### src/hdl/pcic_pkg.sv
// Purpose: Shared constants and types of the initiator control block
// Assumes: 32-bit AHB-Lite register bus, word access only
// Notes: Offsets are byte addresses within the register space
package pcic_pkg;
   // ------------------------------------------------------------
   // Register offsets
   // ------------------------------------------------------------
   localparam logic [15:0] OFF_TIMEOUT = 16'hd040;
   localparam logic [15:0] OFF_CONFIG = 16'hd060;
   localparam logic [15:0] OFF_STATUS = 16'hd064;
   localparam logic [15:0] OFF_MASK = 16'hd068;
   localparam logic [15:0] OFF_SHADOW = 16'hd088;

   // ------------------------------------------------------------
   // Configuration fields
   // ------------------------------------------------------------
   localparam int CFG_SWAP_LO = 8;        // Swap bits 11:8, window 0 at 11
   localparam int CFG_EN_LO = 4;          // Enable bits 7:4, window 0 at 7
   localparam int CFG_M2_EN = 5;
   localparam int CFG_RESP = 3;
   localparam int CFG_SWAP_SPC = 1;
   localparam int CFG_SERR = 0;
   localparam logic [11:0] CFG_WMASK = 12'hffa; // Bits 2 and 0 not stored
   localparam logic [11:0] CFG_RESET = 12'h008; // Before straps apply

   // ------------------------------------------------------------
   // Status, mask and shadow fields
   // ------------------------------------------------------------
   localparam int ST_OUT_EMPTY = 8;
   localparam int ST_IN_EMPTY = 7;
   localparam int ST_FATAL = 6;
   localparam int ST_PARITY = 5;
   localparam int ST_READY_TO = 1;
   localparam int ST_RETRY_TO = 0;
   localparam int SH_PS_LO = 24;
   localparam int SH_FLAGS_LO = 11;       // Bits 15:11
   localparam int SH_DT_LO = 9;
   localparam int SH_DIRECT_PARITY_FLAG = 8;
   localparam logic [1:0] DT_VALUE = 2'h1;

   // ------------------------------------------------------------
   // Timeout limits and counts
   // ------------------------------------------------------------
   localparam int TO_RETRY_LO = 8;
   localparam logic [7:0] LIMIT_RESET = 8'h80;
   localparam logic [1:0] STRAP_LOAD_CNT = 2'h2; // Sync depth
   localparam logic [1:0] INIT_DONE_CNT = 2'h3;

   // ------------------------------------------------------------
   // System-error pulse sequencer
   // ------------------------------------------------------------
   typedef enum logic [1:0] {SERR_IDLE, SERR_PEND, SERR_ACTIVE} pcic_serr_t;
endpackage

### src/hdl/pcic_initiator_ctrl.sv
// Purpose: Control, status and mask registers of a PCI initiator
// Assumes: Event inputs are one-cycle pulses on clk; straps and the
//          PCI clock arrive asynchronously
// Notes: Zero-wait AHB-Lite slave, response always OKAY
// Notes on behaviour
// RQ1: Per-window swap bit, reset from endian strap
// RQ2: Cleared swap passes word bytes unchanged
// RQ3: Memory windows 0/1 gated by enables
// RQ4: Window 2 enable resets from boot strap
// RQ5: I/O window gated by its enable
// RQ6: Failed read gives bus error or invalid data
// RQ7: Special-cycle swap bit, reset from endian strap
// RQ8: Writing one pulses SERR one PCI clock
// RQ9: FIFO empty flags read-only, reset one
// RQ10: Aborts and timeouts set fatal flag
// RQ11: Parity error sets parity flag
// RQ12: Timeouts set their own flags
// RQ13: Error flags sticky, write one clears
// RQ14: Mask bits enable each error interrupt
// RQ15: Satellite mode mirrors power state bits
// RQ16: Shadow mirrors six PCI status flags
// RQ17: Device-select timing reads fixed 01
// RQ18: Satellite mode blocks status/power writes
// RQ19: Retries above limit end in error
// RQ20: Ready wait above limit gives timeout
// RQ21: Interrupt is OR of enabled flags
// RQ22: Zero write keeps flag; set beats clear
//
// Chosen here: the AHB-Lite slave port.
`timescale 1ns/1ps
module pcic_initiator_ctrl (
   // Clock and reset
   input wire logic clk,
   input wire logic rstn,
   // AHB-Lite slave
   input wire logic hsel,
   input wire logic [31:0] haddr,
   input wire logic [1:0] htrans,
   input wire logic hwrite,
   input wire logic [2:0] hsize,
   input wire logic [31:0] hwdata,
   input wire logic hready,
   output logic hreadyout,
   output logic hresp,
   output logic [31:0] hrdata,
   // Asynchronous pins and straps
   input wire logic pciClk,
   input wire logic bigEndianStrap,
   input wire logic pciBootStrap,
   input wire logic satelliteMode,
   // Open-drain system error pin
   output logic serrOut,
   output logic serrOe,
   // Initiator engine events and state
   input wire logic txnStart,
   input wire logic evMasterAbort,
   input wire logic evTargetAbort,
   input wire logic evParity,
   input wire logic retryTerm,
   input wire logic readyWait,
   input wire logic readEnd,
   input wire logic outFifoEmpty,
   input wire logic inFifoEmpty,
   output logic retryTimeout,
   output logic readyTimeout,
   output logic sysBusError,
   output logic readDataInvalid,
   // Window access check, 0..2 memory, 3 I/O
   input wire logic reqValid,
   input wire logic [1:0] reqWindow,
   output logic reqPermit,
   // Byte swap path
   input wire logic xferValid,
   input wire logic xferSpecial,
   input wire logic [1:0] xferWindow,
   input wire logic [31:0] xferData,
   output logic [31:0] swapData,
   // Configuration space shadow sources
   input wire logic [5:0] pciStatusFlags,
   input wire logic [1:0] powerState,
   input wire logic cfgWrReq,
   output logic cfgWrAllow,
   // Interrupt
   output logic initIrq
);
   // ------------------------------------------------------------
   // Synchronisers and PCI clock edge
   // ------------------------------------------------------------
   logic [3:0] syncA_q; // First stage, read only by second
   logic [3:0] syncB_q; // {pciClk, bigEndian, pciBoot, satellite}
   logic pciPrev_q;
   logic pciRise;
   logic bigEnd;
   logic pciBoot;
   logic sat;

   // Two flops per asynchronous input
   always_ff @(posedge clk or negedge rstn) begin
      if (!rstn) begin
         syncA_q <= 4'h0;
         syncB_q <= 4'h0;
         pciPrev_q <= 1'b0;
      end else begin
         syncA_q <= {pciClk, bigEndianStrap, pciBootStrap, satelliteMode};
         syncB_q <= syncA_q;
         pciPrev_q <= syncB_q[3];
      end
   end

   assign pciRise = syncB_q[3] & ~pciPrev_q;
   assign bigEnd = syncB_q[2];
   assign pciBoot = syncB_q[1];
   assign sat = syncB_q[0];

   // ------------------------------------------------------------
   // Strap capture after reset release
   // ------------------------------------------------------------
   logic [1:0] initCnt_q;
   logic strapLoad;

   // Wait for the synchronisers to fill before taking straps
   always_ff @(posedge clk or negedge rstn) begin
      if (!rstn) begin
         initCnt_q <= 2'h0;
      end else if (initCnt_q != pcic_pkg::INIT_DONE_CNT) begin
         initCnt_q <= initCnt_q + 2'h1;
      end
   end

   assign strapLoad = (initCnt_q == pcic_pkg::STRAP_LOAD_CNT);

   // ------------------------------------------------------------
   // AHB-Lite address phase capture
   // ------------------------------------------------------------
   logic wrPend_q;
   logic [15:0] wrAddr_q;
   logic rdTake;
   logic wrCfg;
   logic wrSt;
   logic wrMask;
   logic wrTo;

   assign rdTake = hsel & htrans[1] & hready & ~hwrite;

   // Write data arrives one cycle after its address
   always_ff @(posedge clk or negedge rstn) begin
      if (!rstn) begin
         wrPend_q <= 1'b0;
         wrAddr_q <= 16'h0000;
      end else begin
         wrPend_q <= hsel & htrans[1] & hready & hwrite;
         wrAddr_q <= haddr[15:0];
      end
   end

   // Unmapped offsets fall through every decode and are dropped
   assign wrCfg = wrPend_q & (wrAddr_q == pcic_pkg::OFF_CONFIG);
   assign wrSt = wrPend_q & (wrAddr_q == pcic_pkg::OFF_STATUS);
   assign wrMask = wrPend_q & (wrAddr_q == pcic_pkg::OFF_MASK);
   assign wrTo = wrPend_q & (wrAddr_q == pcic_pkg::OFF_TIMEOUT);
   assign hreadyout = 1'b1;
   assign hresp = 1'b0;

   // ------------------------------------------------------------
   // Configuration register
   // ------------------------------------------------------------
   logic [11:0] cfg_q; // Bits 2 and 0 held at zero

   // Straps seed swap bits and the window 2 enable once
   always_ff @(posedge clk or negedge rstn) begin
      if (!rstn) begin
         cfg_q <= pcic_pkg::CFG_RESET;
      end else if (strapLoad) begin
         cfg_q[11:8] <= {4{bigEnd}}; // RQ1
         cfg_q[pcic_pkg::CFG_SWAP_SPC] <= bigEnd; // RQ7
         cfg_q[pcic_pkg::CFG_M2_EN] <= pciBoot; // RQ4
      end else if (wrCfg) begin
         cfg_q <= hwdata[11:0] & pcic_pkg::CFG_WMASK;
      end
   end

   // ------------------------------------------------------------
   // Window permission and byte swap
   // ------------------------------------------------------------
   logic [3:0] winEn; // Index 0..3 = window 0,1,2,I/O
   logic [3:0] winSwap;
   logic doSwap;

   assign winEn = {cfg_q[4], cfg_q[5], cfg_q[6], cfg_q[7]};
   assign winSwap = {cfg_q[8], cfg_q[9], cfg_q[10], cfg_q[11]};
   assign reqPermit = reqValid & winEn[reqWindow]; // RQ3 RQ4 RQ5

   assign doSwap = xferSpecial ? cfg_q[pcic_pkg::CFG_SWAP_SPC] : winSwap[xferWindow];

   // Registered swap; a clear bit passes the word as is
   always_ff @(posedge clk or negedge rstn) begin
      if (!rstn) begin
         swapData <= 32'h00000000;
      end else if (xferValid) begin
         if (doSwap) begin
            swapData <= {xferData[7:0], xferData[15:8], xferData[23:16], xferData[31:24]}; // RQ1 RQ7
         end else begin
            swapData <= xferData; // RQ2
         end
      end
   end

   // ------------------------------------------------------------
   // System error pulse, one PCI clock long
   // ------------------------------------------------------------
   pcic_pkg::pcic_serr_t serrSt_q;
   logic serrReq;

   assign serrReq = wrCfg & hwdata[pcic_pkg::CFG_SERR];

   // Aligned to PCI rising edges so the pulse spans one whole period
   always_ff @(posedge clk or negedge rstn) begin
      if (!rstn) begin
         serrSt_q <= pcic_pkg::SERR_IDLE;
      end else begin
         unique case (serrSt_q)
            pcic_pkg::SERR_IDLE: begin
               if (serrReq) begin
                  serrSt_q <= pcic_pkg::SERR_PEND;
               end
            end
            pcic_pkg::SERR_PEND: begin
               if (pciRise) begin
                  serrSt_q <= pcic_pkg::SERR_ACTIVE; // RQ8
               end
            end
            pcic_pkg::SERR_ACTIVE: begin
               // A new request in the cycle of the closing PCI rise queues another
               if (pciRise) begin
                  serrSt_q <= serrReq ? pcic_pkg::SERR_PEND : pcic_pkg::SERR_IDLE; // RQ8
               end
            end
            default: begin
               serrSt_q <= pcic_pkg::SERR_IDLE;
            end
         endcase
      end
   end

   assign serrOut = 1'b0;
   assign serrOe = (serrSt_q == pcic_pkg::SERR_ACTIVE);

   // ------------------------------------------------------------
   // Timeout limits and counters
   // ------------------------------------------------------------
   logic [7:0] retryLim_q;
   logic [7:0] readyLim_q;
   logic [8:0] retryCnt_q;
   logic [8:0] readyCnt_q;

   // Software limits, zero disables
   always_ff @(posedge clk or negedge rstn) begin
      if (!rstn) begin
         retryLim_q <= pcic_pkg::LIMIT_RESET;
         readyLim_q <= pcic_pkg::LIMIT_RESET;
      end else if (wrTo) begin
         retryLim_q <= hwdata[15:8];
         readyLim_q <= hwdata[7:0];
      end
   end

   // Fires on the retry that takes the count past the limit
   assign retryTimeout = retryTerm & (retryLim_q != 8'h00) & (retryCnt_q == {1'b0, retryLim_q}); // RQ19
   // Ready wait counted in PCI clocks
   assign readyTimeout = readyWait & pciRise & (readyLim_q != 8'h00) &
                         (readyCnt_q == {1'b0, readyLim_q}); // RQ20

   // Retries per transaction, saturating past the limit
   always_ff @(posedge clk or negedge rstn) begin
      if (!rstn) begin
         retryCnt_q <= 9'h000;
      end else if (txnStart) begin
         retryCnt_q <= 9'h000;
      end else if (retryTerm && retryCnt_q <= {1'b0, retryLim_q}) begin
         retryCnt_q <= retryCnt_q + 9'h001;
      end
   end

   // Ready wait length, restarts whenever the wait ends
   always_ff @(posedge clk or negedge rstn) begin
      if (!rstn) begin
         readyCnt_q <= 9'h000;
      end else if (!readyWait) begin
         readyCnt_q <= 9'h000;
      end else if (pciRise && readyCnt_q <= {1'b0, readyLim_q}) begin
         readyCnt_q <= readyCnt_q + 9'h001;
      end
   end

   // ------------------------------------------------------------
   // Sticky error flags and FIFO diagnostics
   // ------------------------------------------------------------
   logic [3:0] flags_q; // {fatal, parity, ready, retry}
   logic [3:0] flagSet;
   logic [3:0] flagClr;
   logic [1:0] fifoEmpty_q;

   assign flagSet = {evMasterAbort | evTargetAbort | readyTimeout | retryTimeout, // RQ10
                     evParity, readyTimeout, retryTimeout}; // RQ11 RQ12
   assign flagClr = wrSt ? {hwdata[6], hwdata[5], hwdata[1], hwdata[0]} : 4'h0;

   // Write one clears, zero keeps, set beats clear
   always_ff @(posedge clk or negedge rstn) begin
      if (!rstn) begin
         flags_q <= 4'h0;
      end else begin
         flags_q <= (flags_q & ~flagClr) | flagSet; // RQ13 RQ22
      end
   end

   // Registered FIFO empties, read-only
   always_ff @(posedge clk or negedge rstn) begin
      if (!rstn) begin
         fifoEmpty_q <= 2'h3;
      end else begin
         fifoEmpty_q <= {outFifoEmpty, inFifoEmpty}; // RQ9
      end
   end

   // ------------------------------------------------------------
   // Read failure response
   // ------------------------------------------------------------
   logic txnFail_q;
   logic failNow;

   assign failNow = txnFail_q | (|flagSet);

   // Any fatal or parity event marks the running transaction
   always_ff @(posedge clk or negedge rstn) begin
      if (!rstn) begin
         txnFail_q <= 1'b0;
      end else if (txnStart) begin
         txnFail_q <= 1'b0;
      end else if (|flagSet) begin
         txnFail_q <= 1'b1;
      end
   end

   // Bus error or normal end with bad data, one cycle after readEnd
   always_ff @(posedge clk or negedge rstn) begin
      if (!rstn) begin
         sysBusError <= 1'b0;
         readDataInvalid <= 1'b0;
      end else begin
         sysBusError <= readEnd & failNow & cfg_q[pcic_pkg::CFG_RESP]; // RQ6
         readDataInvalid <= readEnd & failNow & ~cfg_q[pcic_pkg::CFG_RESP]; // RQ6
      end
   end

   // ------------------------------------------------------------
   // Interrupt mask and output
   // ------------------------------------------------------------
   logic [3:0] mask_q; // Same order as flags_q

   // Mask bits 6, 5, 1, 0
   always_ff @(posedge clk or negedge rstn) begin
      if (!rstn) begin
         mask_q <= 4'h0;
      end else if (wrMask) begin
         mask_q <= {hwdata[6], hwdata[5], hwdata[1], hwdata[0]}; // RQ14
      end
   end

   // Registered, so it follows the flags by one cycle
   always_ff @(posedge clk or negedge rstn) begin
      if (!rstn) begin
         initIrq <= 1'b0;
      end else begin
         initIrq <= |(flags_q & mask_q); // RQ21
      end
   end

   // ------------------------------------------------------------
   // Satellite shadow
   // ------------------------------------------------------------
   logic [5:0] shFlags_q;
   logic [1:0] shPs_q;

   // Status flags track the config space every cycle; power state only in satellite mode
   always_ff @(posedge clk or negedge rstn) begin
      if (!rstn) begin
         shFlags_q <= 6'h00;
         shPs_q <= 2'h0;
      end else begin
         shFlags_q <= pciStatusFlags; // RQ16
         shPs_q <= sat ? powerState : 2'h0; // RQ15
      end
   end

   // Reads stay open, writes are held back in satellite mode
   assign cfgWrAllow = cfgWrReq & ~sat; // RQ18

   // ------------------------------------------------------------
   // Read data
   // ------------------------------------------------------------
   logic [31:0] rdMux;

   // Reserved bits read as zero, unmapped reads give zero
   always_comb begin
      rdMux = 32'h00000000;
      unique case (haddr[15:0])
         pcic_pkg::OFF_CONFIG: rdMux[11:0] = cfg_q; // RQ8
         pcic_pkg::OFF_STATUS: begin
            rdMux[8:7] = fifoEmpty_q;
            rdMux[6:5] = flags_q[3:2];
            rdMux[1:0] = flags_q[1:0];
         end
         pcic_pkg::OFF_MASK: begin
            rdMux[6:5] = mask_q[3:2];
            rdMux[1:0] = mask_q[1:0];
         end
         pcic_pkg::OFF_SHADOW: begin
            rdMux[25:24] = shPs_q;
            rdMux[15:11] = shFlags_q[5:1];
            rdMux[10:9] = pcic_pkg::DT_VALUE; // RQ17
            rdMux[8] = shFlags_q[0];
         end
         pcic_pkg::OFF_TIMEOUT: rdMux[15:0] = {retryLim_q, readyLim_q};
         default: rdMux = 32'h00000000;
      endcase
   end

   // Loaded at the address phase, stands in the data phase
   always_ff @(posedge clk or negedge rstn) begin
      if (!rstn) begin
         hrdata <= 32'h00000000;
      end else if (rdTake) begin
         hrdata <= rdMux;
      end
   end
endmodule

### config.mk
export PLATFORM = sky130hd
export DESIGN_NAME = pcic_initiator_ctrl
export DESIGN_NICKNAME = d
export VERILOG_FILES = /design/src/hdl/pcic_pkg.sv /design/src/hdl/pcic_initiator_ctrl.sv
export SDC_FILE = /design/constraint.sdc
export NUM_CORES = 1
export LEC_CHECK = 0
export BUFFER_PORTS_ARGS = -buffer_cell sky130_fd_sc_hd__buf_4
export CORE_MARGIN = 8
export CORE_UTILIZATION = 25
export CTS_CLUSTER_DIAMETER = 150
export DETAILED_ROUTE_END_ITERATION = 8
export HOLD_SLACK_MARGIN = 0.02
export REMOVE_ABC_BUFFERS = 1
export SLEW_MARGIN = 5
export SYNTH_ARGS = -nofsm -noshare
export SYNTH_HDL_FRONTEND = slang
export SYNTH_SLANG_ARGS = --single-unit
### constraint.sdc
create_clock -name clk -period 6.9 [get_ports clk]
set_clock_uncertainty 0.2 [all_clocks]
set_input_delay 1.725 -clock clk [delete_from_list [all_inputs] [get_ports clk]]
set_output_delay 1.725 -clock clk [all_outputs]
set_load 0.02 [all_outputs]
After elaboration in Yosys (flattened, before gate mapping)

Cells that the tools add are included.

Register bits: 146
Bits in latches: 0
Bits in writable memories: 0
ROM bits: 0
Memories kept: 0

Add/subtract/negate cells: 3
Multiply operators: 0
Divide/modulo/power cells: 0
Order comparisons: 4
Equality and inequality tests: 19
Shift-type cells: 0
Mux-type cells: 31
Bitwise operators: 33
Reduce and logical (&&, ||, !) cells: 12

Operators by type and width:

| kind                                                       | number |
|---|---|
| == test 16 bit, second input constant                      | 9 |
| 2-to-1 mux 9 bit                                           | 4 |
| 2-to-1 mux 32 bit                                          | 1 |
| bitwise AND 1 bit                                          | 20 |
| adder 9 x 1 -> 9 bit, second input constant                | 2 |
| == test 9 x 8 -> 1 bit                                     | 2 |
| less-or-equal comparator 9 x 8 -> 1 bit                    | 2 |
| case mux 2 bit (4 select lines)                            | 2 |
| nonzero test 8 bit                                         | 2 |
| 2-to-1 mux 12 bit                                          | 1 |
| 2-to-1 mux 2 bit                                           | 5 |
| case mux 3 bit (3 select lines)                            | 1 |
| bitwise AND 4 bit                                          | 2 |
| 2-to-1 mux 1 bit                                           | 8 |
| 2-to-1 mux 4 bit                                           | 2 |
| case mux 4 bit (2 select lines)                            | 1 |
| OR reduction 4 bit                                         | 2 |
| less-than comparator 2 x 3 -> 1 bit, second input constant | 2 |
| inequality test 2 bit, second input constant               | 3 |
| case mux 2 bit (3 select lines)                            | 1 |
| case mux 3 bit (2 select lines)                            | 1 |
| nonzero test 2 bit                                         | 3 |
| NOT 1 bit                                                  | 5 |
| binary-select mux 1 bit (select 2 bit)                     | 2 |
| other kinds (13)                                           | 19 |

Logic depth before layout (Yosys ltp)

Gate-level depths: netlist of run 1.

Depth after elaboration: 11
Mapped depth: 8
Mapped depth without buffers: 7

Least setup slack after synthesis of run 1

OpenSTA, ideal clock, no wires.

Path kind: input-to-output
From: input port reqWindow[0]
To: output port reqPermit
Data arrival time: 2408 ps
Required time: 4975 ps
Setup slack: 2567 ps
Stages: 2
Cells stage by stage: mux4_2 > and2_1

Cells in the longest elaborated chain, start to end: 3

Ends and longest elaborated chain:

| item                                   | RTL line                   | source |
|---|---|---|
| start: declaration                     | pcic_initiator_ctrl.sv:70  | `input wire logic [1:0] reqWindow,` |
| binary-select mux 1 bit (select 2 bit) | pcic_initiator_ctrl.sv:191 | `assign reqPermit = reqValid & winEn[reqWindow];` |
| 2-to-1 mux 1 bit (not written as such) | pcic_initiator_ctrl.sv:191 |  |
| bitwise AND 1 bit                      | pcic_initiator_ctrl.sv:191 |  |
| end: declaration                       | pcic_initiator_ctrl.sv:71  | `output logic reqPermit,` |

Every way passes these cells. The select of a mux whose other input is x is not followed.

Worst setup path after layout of run 1

Ends and elaborated chain as after synthesis.

==> results of run 1 <==
-- sequential cells by signal, indices dropped and copies added, names as in the netlist, 2 cells and up --
signal and cells:
mask_q 4, retryLim_q 8, cfg_q 10, readyCnt_q 9, wrAddr_q 16, initCnt_q 2, syncA_q 4, readyLim_q 8
flags_q 4, retryCnt_q 9, swapData 32, shFlags_q 6, fifoEmpty_q 2, serrSt_q 2, syncB_q 4, hrdata 18
shPs_q 2
-- kinds of logic after synthesis --
family	share of synthesized area [%]
flops	53.2
fa+ha+maj	3.64
xor+xnor	0.127
mux	11.6
compound gates	9.90
other cells	0.109
simple gates	16.1
buf+inv	5.31
-- final cells by class --
cell class | instances | area, sq um | area share (%)
Inverter | 29 | 109 | 1.22
Multi-Input combinational cell | 435 | 2910 | 32.7
Clock inverter | 13 | 153 | 1.72
Timing Repair Buffer | 159 | 1200 | 13.5
Sequential cell | 146 | 3660 | 41.2
Tap cell | 341 | 427 | 4.80
Clock buffer | 19 | 433 | 4.87
-- power groups by stage --
stage	clock network, mW	logic, mW	registers [mW]
after floorplan	0	0.0970	1.01
after global placement	0	0.304	0.965
after detailed placement	0	0.308	0.966
after CTS	0.950	0.308	0.952
after global routing	0.984	0.331	0.958
final	0.921	0.301	0.951
-- critical path, cell delays in order --
cell and delay [ps]:
buf_4 80, mux4_2 470, and2_1 160, buf_4 150
-- worst max path at each step --
stage	start	endpoint	slack [ps]
finish	reqWindow[0]	reqPermit	2390
global placement	reqWindow[0]	reqPermit	2390
detailed placement	reqWindow[0]	reqPermit	2380
floorplan	reqWindow[0]	reqPermit	2570
global route	reqWindow[0]	reqPermit	2350
CTS	reqWindow[0]	reqPermit	2380
-- metal layers --
metal  vias up  GRT usage (%)  part of all wire [%]
met2       179           18.7                    47
met4         0           4.43                   2.7
met5         -              0                     0
met3        32           4.61                   8.0
met1      2471           13.4                    42
li1       2518              -                     -
-- layout by cell type, fill, tap and decap left out, types with 20 or more instances in the layout --
| master | instances |
|---|---|
| buf_4 | 158 |
| o21ai_0 | 20 |
| mux2i_1 | 41 |
| nand2_1 | 40 |
| ha_1 | 20 |
| mux2_2 | 21 |
| dfrtp_1 | 141 |
| a21oi_1 | 51 |
| nor2_1 | 74 |
| inv_1 | 29 |
==> out/summary.txt, run 1 <==
port buffer count: 156
most frequent cells after synthesis: dfrtp_1 (141), nor2_1 (74), a21oi_1 (51), mux2i_1 (41), nand2_1 (40)
Max Slew Vio Count: 0
total wire length: 19000 microns
Synthesis Warnings: 0
period utilisation layout: 65.4%
status: finished clean
Int Pwr: 1.59 mW
CTS Root Cell: clkbuf_16
most frequent cell after synthesis: dfrtp_1
Worst EP arrival: 2590 ps
combinational power share: 13.9%
first-pass GRT wire length: 29800 microns
unrepaired setup endpoints after global routing: false
Net Sw Frac: 27.0%
WP data required: 4970 ps
vias in the first global route: 5399
# H-tree levels: 4
PostCTS Resize Cnt: 0
final instance area: 8890 sq um
Bufs on Longest Clock Path: 2
Post-Route Utilization: 33.0%
Vias: 5200
time the worst path needs with I/O delays and setup: 4510 ps
post-CTS setup buffers: 0
reg2reg path depth: 4
DRC violations left: 0
Slew @ Worst Pin: 1050 ps
setup TNS: 0 ps
Global Route Usage Sum: 11.5%
Tot Pwr: 2.17 mW
power per cell area: 245 nW/um^2
DIE AREA: 33100 sq um
Yosys top cell area share: 51.3%
Area after DPL: 8300 sq um
Syn Area/Cell: 10.8 sq um
Initial Util: 25.5%
Core Region: 27000 sq um
Async SR Flop Fraction: 100%
CTS Buf Count: 17
die height: 182 microns
num rows: 60
CTS Hold Bufs: 0
total congestion overflow: 0
clock network power share: 42.4%
placed cell count: 1110
die span in x: 182 microns
fraction of layout cells with a size suffix above 1: 29.2%
synth top area cells: dfrtp_1 (51%), mux2i_1 (6.0%), nor2_1 (4.0%), a21oi_1 (3.7%), ha_1 (3.6%)
nets: 943
CP endpoint kind: primary output
Yosys cell types: 59
P_sw: 586 uW
Post-synth EDFFs: 0
f_max: 221 MHz
CTS tree: yes
n_diodes: 0
Setup Slack @ Placement: 2380 ps
Via density: 4.55
FF-to-FF setup slack: 4010 ps
# clock sinks: 146
Fill cells: 2742
sink of the worst hold path: syncB_q[3]
FF+latch count, synth: 146
Worst R2R End: retryLim_q[5]
Syn Inst Count: 635
Setup WS post-layout: 2390 ps
min-delay src: syncA_q[3]
hold path cells: 0
LEAKAGE: 4.18 nW
final setup violation count: 0
Ports: 210
CP max FO: 1
RR Startpoint: wrAddr_q[9]
leading area contributor after synthesis: dfrtp_1
final cell count without fillers: 1142
largest net degree at the start of global routing: 99
Clock transition at path regs: 70 ps
First DRT Iteration DRCs: 358
post-DP HPWL: 14200 microns
Wirelength per Cell: 16.6 microns
kind of critical path: in2out
final hold slack: 151 ps
Hold WC Path Type: reg2reg
worst skew pair latency: 420 ps
Setup crit start kind: input pin
Detail Route Antenna Nets: 0
Worst VDD drop: 0.163 mV
mapped cell area: 6880 sq um
Placer Congestion: 0.814
Max-Cap Viols: 0
Syn-to-layout area delta: 29.3%
Post-synth top flop: dfrtp_1
Slew headroom: 29.8%
register area share after synthesis: 53.2%
DRT Pass-1 Iters: 5
Hold Fails Final Rpt: 0
initial antenna violation count: 0
Reg power frac: 43.8%
Power figures use the tool's default switching activity.
==> run 2: changes to the inputs <==
--- a/config.mk
+++ b/config.mk
@@ -5,6 +5,7 @@
 export SDC_FILE = /design/constraint.sdc
 export NUM_CORES = 1
 export LEC_CHECK = 0
+export ABC_AREA = 1
 export BUFFER_PORTS_ARGS = -buffer_cell sky130_fd_sc_hd__buf_4
 export CORE_MARGIN = 8
 export CORE_UTILIZATION = 25
==> constraint.sdc (replaced) <==
create_clock -name clk -period 4.7 [get_ports clk]
set_clock_uncertainty 0.2 [all_clocks]
set_input_delay 1.175 -clock clk [delete_from_list [all_inputs] [get_ports clk]]
set_output_delay 1.175 -clock clk [all_outputs]
set_load 0.02 [all_outputs]
==> run 2 against run 1 <==
Net effect:
- synthesized cell count is 50% higher
- critical path depth increased by 5
- sequential share of layout area shrank 3.5 points
- core utilization fell by 0.95 points
- flip-flop and latch count stayed put
- via count is 26% higher
- combinational power grew 23%
- count of clock-buffer cells in the layout rose by 1
- worst hold slack worse by 3.6 ps
- critical endpoint is now retryTimeout
==> out/summary.txt, run 2 <==
Fill cells: 3231
leading registers by flop count: swapData x32, hrdata x18, wrAddr_q x16
WP data required: 3320 ps
leading area contributor after synthesis: dfrtp_1
time the worst path needs with I/O delays and setup: 3520 ps
period utilisation layout: 74.9%
n_diodes: 0
reg2reg path depth: 6
DRT Pass-1 Iters: 5
clock network power share: 45.4%
Slew @ Worst Pin: 1040 ps
Vias: 6530
Syn Area/Cell: 8.02 sq um
status: finished clean
power per cell area: 325 nW/um^2
max reg flops: 32
port buffer count: 156
Async SR Flop Fraction: 100%
crit path from: retryLim_q[7]
most frequent cells in the layout: nand2_1 (308), buf_4 (159), dfrtp_1 (141)
Core Region: 30300 sq um
f_max: 284 MHz
Int Pwr: 2.33 mW
Worst EP arrival: 2140 ps
final setup violation count: 0
num rows: 64
First DRT Iteration DRCs: 299
PostCTS Resize Cnt: 0
Hold WC Path Type: reg2reg
Max Slew Vio Count: 0
unrepaired setup endpoints after global routing: false
Bufs on Longest Clock Path: 2
Max-Cap Viols: 0
crit path cell chain: inv_1 > ha_1 > nand2_1 > nor2_1 > nand2_1 > nor2_1 > nand2_1 > inv_1 > buf_4
Biggest register: swapData
CP max FO: 4
critical path's slowest cell: dfstp_2
initial antenna violation count: 1
final hold slack: 147 ps
CTS Hold Bufs: 0
multi-input logic area: 3230 sq um
DIE AREA: 36300 sq um
Slew headroom: 30.9%
first-pass GRT wire length: 35700 microns
most common cell after layout, fill and taps aside: nand2_1
LEAKAGE: 5.35 nW
# clock sinks: 146
Via density: 4.32
Global Route Usage Sum: 12.5%
die height: 191 microns
die span in x: 191 microns
Syn-to-layout area delta: 27.5%
CP dominant cell by count: nand2_1
slowest stage delay, CP: 560 ps
placed cell count: 1481
Reg power frac: 42.9%
Post-synth EDFFs: 0
Initial Util: 25.1%
Setup crit start kind: flop
Post-synth top flop: dfrtp_1
CTS tree: yes
combinational power share: 11.7%
min-delay src: syncA_q[1]
setup TNS: 0 ps
DRC violations left: 0
Wirelength per Cell: 14.7 microns
register area share after synthesis: 48.0%
worst skew pair latency: 440 ps
kind of critical path: reg2out
final cell count without fillers: 1513
fraction of layout cells with a size suffix above 1: 23.5%
nets: 1259
Hold Fails Final Rpt: 0
largest net degree at the start of global routing: 93
CP endpoint kind: primary output
hold path cells: 0
total congestion overflow: 0
Syn Inst Count: 951
mapped cell area: 7620 sq um
Yosys cell types: 46
Yosys top cell area share: 46.3%
CTS Root Cell: clkbuf_16
most frequent cells after synthesis: nand2_1 (308), dfrtp_1 (141), inv_1 (132), nand3_1 (114), nor2_1 (45)
synth top area cells: dfrtp_1 (46%), nand2_1 (15%), nand3_1 (7.5%), inv_1 (6.5%), ha_1 (3.3%)
Area after DPL: 9110 sq um
CTS Buf Count: 17
P_sw: 829 uW
Clock transition at path regs: 60 ps
most frequent cell after synthesis: nand2_1
vias in the first global route: 6694
# H-tree levels: 4
Net Sw Frac: 26.2%
sequential cell area: 3660 sq um
Tot Pwr: 3.16 mW
final instance area: 9720 sq um
total wire length: 22200 microns
Ports: 210
RR Startpoint: wrAddr_q[8]
Detail Route Antenna Nets: 0
FF+latch count, synth: 146
Placer Congestion: 0.794
post-DP HPWL: 16600 microns
Synthesis Warnings: 0
Worst VDD drop: 0.271 mV
post-CTS setup buffers: 0
==> run 2: cell type report <==
class	count	share of cell area, %
sequential	146	37.6
inverter	139	5.37
timing repair buffer	160	12.4
clock inverter	12	1.61
multi-input combinational	640	33.2
clock buffer	20	4.70
tap	396	5.10
==> run 2: cell families (layout without fill, tap and decap cells) <==
family | after synthesis | in the layout | share of synthesized area, %
flops | 146 | 146 | 48.0
fa+ha+maj | 20 | 20 | 3.28
compound gates | 60 | 60 | 5.33
xor+xnor | 7 | 7 | 0.804
other cells | 2 | 17 | 0.0985
simple gates | 536 | 536 | 32.0
buf+inv | 180 | 331 | 10.4
==> run 2: path summary, 6_finish.rpt <==
path,slack [ps],endpoint
setup / recovery,1180,retryTimeout
max in group asynchronous,2800,mask_q[2]
min in group asynchronous,610,serrSt_q[0]
setup reg to reg,2450,readyLim_q[2]
hold / removal,150,syncB_q[1]
hold reg to reg,150,syncB_q[1]
==> run 2: power groups by stage <==
stage	sequential, mW	combinational, mW	clock [mW]
final	1.36	0.369	1.43
after global routing	1.36	0.414	1.54
after CTS	1.36	0.377	1.48
after detailed placement	1.38	0.377	0
after global placement	1.38	0.371	0
after floorplan	1.41	0.127	0
==> run 2: metal layers <==
metal / GRT usage (%) / up-vias / share of wire [%] / wire, microns
li1: - / 3263 / - / -
met1: 15.6 / 3068 / 44 / 9680
met2: 19.2 / 178 / 45 / 9910
met3: 5.54 / 19 / 10 / 2320
met4: 3.79 / 2 / 1.4 / 315
met5: 0 / - / 0.058 / 13
==> run 2: worst max-delay path, delay by kind of cell (launching register included) <==
kind                     cells  cell delay (ps)
adder cells (fa/ha/maj)      1              320
flip-flops                   1              560
AND/OR/NAND/NOR              5              530
buffers and inverters        3              310
==> run 2: metrics by stage <==
stage / setup WS (ps) / util, %
3_3_place_gp: 1330 / 30.0
4_1_cts: 1140 / 32.0
3_5_place_dp: 1330 / 30.0
6_report: 1180 / 32.0
5_1_grt: 1010 / 32.0
2_1_floorplan: 1460 / -
==> run 3: changes to the inputs <==
--- a/config.mk
+++ b/config.mk
@@ -5,7 +5,7 @@
 export SDC_FILE = /design/constraint.sdc
 export NUM_CORES = 1
 export LEC_CHECK = 0
-export ABC_AREA = 1
+export ABC_AREA = 0
 export BUFFER_PORTS_ARGS = -buffer_cell sky130_fd_sc_hd__buf_4
 export CORE_MARGIN = 8
 export CORE_UTILIZATION = 25
==> constraint.sdc (replaced) <==
create_clock -name clk -period 3.2 [get_ports clk]
set_clock_uncertainty 0.2 [all_clocks]
set_input_delay 0.8 -clock clk [delete_from_list [all_inputs] [get_ports clk]]
set_output_delay 0.8 -clock clk [all_outputs]
set_load 0.02 [all_outputs]
==> run 3 against run 2 <==
Net effect:
- non-clock buffer count increased by 13
- count of clock-buffer cells in the layout decreased by 2
- combinational power increased by 80%
- via count decreased by 20%
- core utilization increased by 1.6 points
- power increased by 49%
- largest cell class unchanged
- largest power group is now sequential cells
==> out/summary.txt, run 3 (synthesized netlist as in run 1, its figures left out) <==
met3 routed WL: 1510 microns
LEAKAGE: 4.26 nW
Area after DPL: 8410 sq um
period utilisation layout: 97.6%
final hold slack: 147 ps
slowest stage delay, CP: 560 ps
leading registers by flop count: swapData x32, hrdata x18, wrAddr_q x16
WP data required: 2200 ps
worst skew pair latency: 430 ps
Biggest register: swapData
CP delay by family, top: flip-flops
DIE AREA: 33100 sq um
Ports: 210
num rows: 60
final instance area: 9050 sq um
top sig layer: met5
Max-Cap Viols: 0
unrepaired setup endpoints after global routing: true
most frequent cells in the layout: buf_4 (168), dfrtp_1 (140), nor2_1 (74)
metal2 WL: 9010 microns
CTS Root Cell: clkbuf_16
crit path cell chain: inv_2 > ha_4 > nand4_1 > or2_1 > a211o_4 > inv_2 > buf_6
f_max: 320 MHz
Slew headroom: 42.6%
DRT Pass-1 Iters: 6
Setup crit start kind: flop
Tot Pwr: 4.70 mW
Via density: 4.52
die height: 182 microns
Placer Congestion: 0.830
crit path buf inv count: 3
fraction of layout cells with a size suffix above 1: 31.2%
CTS tree: yes
Worst VDD drop: 0.294 mV
critical path's slowest cell: dfstp_2
total wire length: 19000 microns
Post-Route Utilization: 33.6%
time the worst path needs with I/O delays and setup: 3120 ps
CP endpoint kind: primary output
Hold Fails Final Rpt: 0
Initial Util: 25.5%
Global Route Usage Sum: 11.6%
die span in x: 182 microns
initial antenna violation count: 3
CP max FO: 2
Bufs on Longest Clock Path: 2
power per cell area: 520 nW/um^2
# clock sinks: 146
Wirelength per Cell: 16.4 microns
Detail Route Antenna Nets: 0
kind of critical path: reg2out
CTS Hold Bufs: 0
Setup Slack @ Placement: 380 ps
Clock transition at path regs: 70 ps
WL met1: 8080 microns
port buffer count: 156
Slew @ Worst Pin: 860 ps
Hold WC Path Type: reg2reg
Syn-to-layout area delta: 31.6%
CP dominant cell by count: inv_2
vias in the first global route: 5603
Core Region: 27000 sq um
status: finished clean
Worst EP arrival: 2120 ps
nets: 957
first-pass GRT wire length: 30200 microns
# H-tree levels: 4
Vias: 5225
DRC violations left: 0
CTS Buf Count: 17
final setup violation count: 0
post-DP HPWL: 14200 microns
max reg flops: 32
largest net degree at the start of global routing: 77
total congestion overflow: 0
First DRT Iteration DRCs: 224
most common cell after layout, fill and taps aside: buf_4
Setup WS post-layout: 75.6 ps
Max Slew Vio Count: 0
-- run 3: repair_timing --
item | CTS | global route
setup endpoints to repair | 1 | 2
gates resized for setup | 1 | 5
buffers inserted | 1 | 3
pin swaps | 1 | 5
-- run 3: cell type report --
type                            instances  area, sq um
Antenna cell                            1         2.50
Clock buffer                           18          439
Clock inverter                         14          141
Fill cell                            2749        17900
Inverter                               29          109
Multi-Input combinational cell        435         2930
Sequential cell                       146         3660
Tap cell                              341          427
Timing Repair Buffer                  173         1340
-- run 3: routing by layer --
layer | up-vias | GRT usage (%)
li1 | 2552 | -
met1 | 2505 | 13.7
met2 | 146 | 18.9
met3 | 18 | 4.89
met4 | 4 | 3.84
met5 | - | 0
-- run 3: final timing paths --
kind	start	endpoint	slack (ps)	cells past startpoint
worst max-delay path	retryLim_q[7]	retryTimeout	80	7
worst min-delay path	syncA_q[2]	syncB_q[2]	150	0
worst max register to register	readyLim_q[3]	readyCnt_q[7]	530	7
worst min register to register	syncA_q[2]	syncB_q[2]	150	0
max in group asynchronous	rstn	retryLim_q[7]	1870	2
min in group asynchronous	rstn	wrAddr_q[10]	200	1
-- run 3: stage by stage --
stage,setup TNS (ps),std cells
2_1_floorplan,0,610
3_3_place_gp,0,1120
3_5_place_dp,0,1120
4_1_cts,0,1153
5_1_grt,-25.7,1156
6_report,0,1157
-- run 3: where the power goes --
| group | internal (mW) | switching (mW) |
|---|---|---|
| clock network | 1.12 | 0.873 |
| logic | 0.299 | 0.365 |
| registers | 1.97 | 0.0786 |
| total | 3.39 | 1.32 |
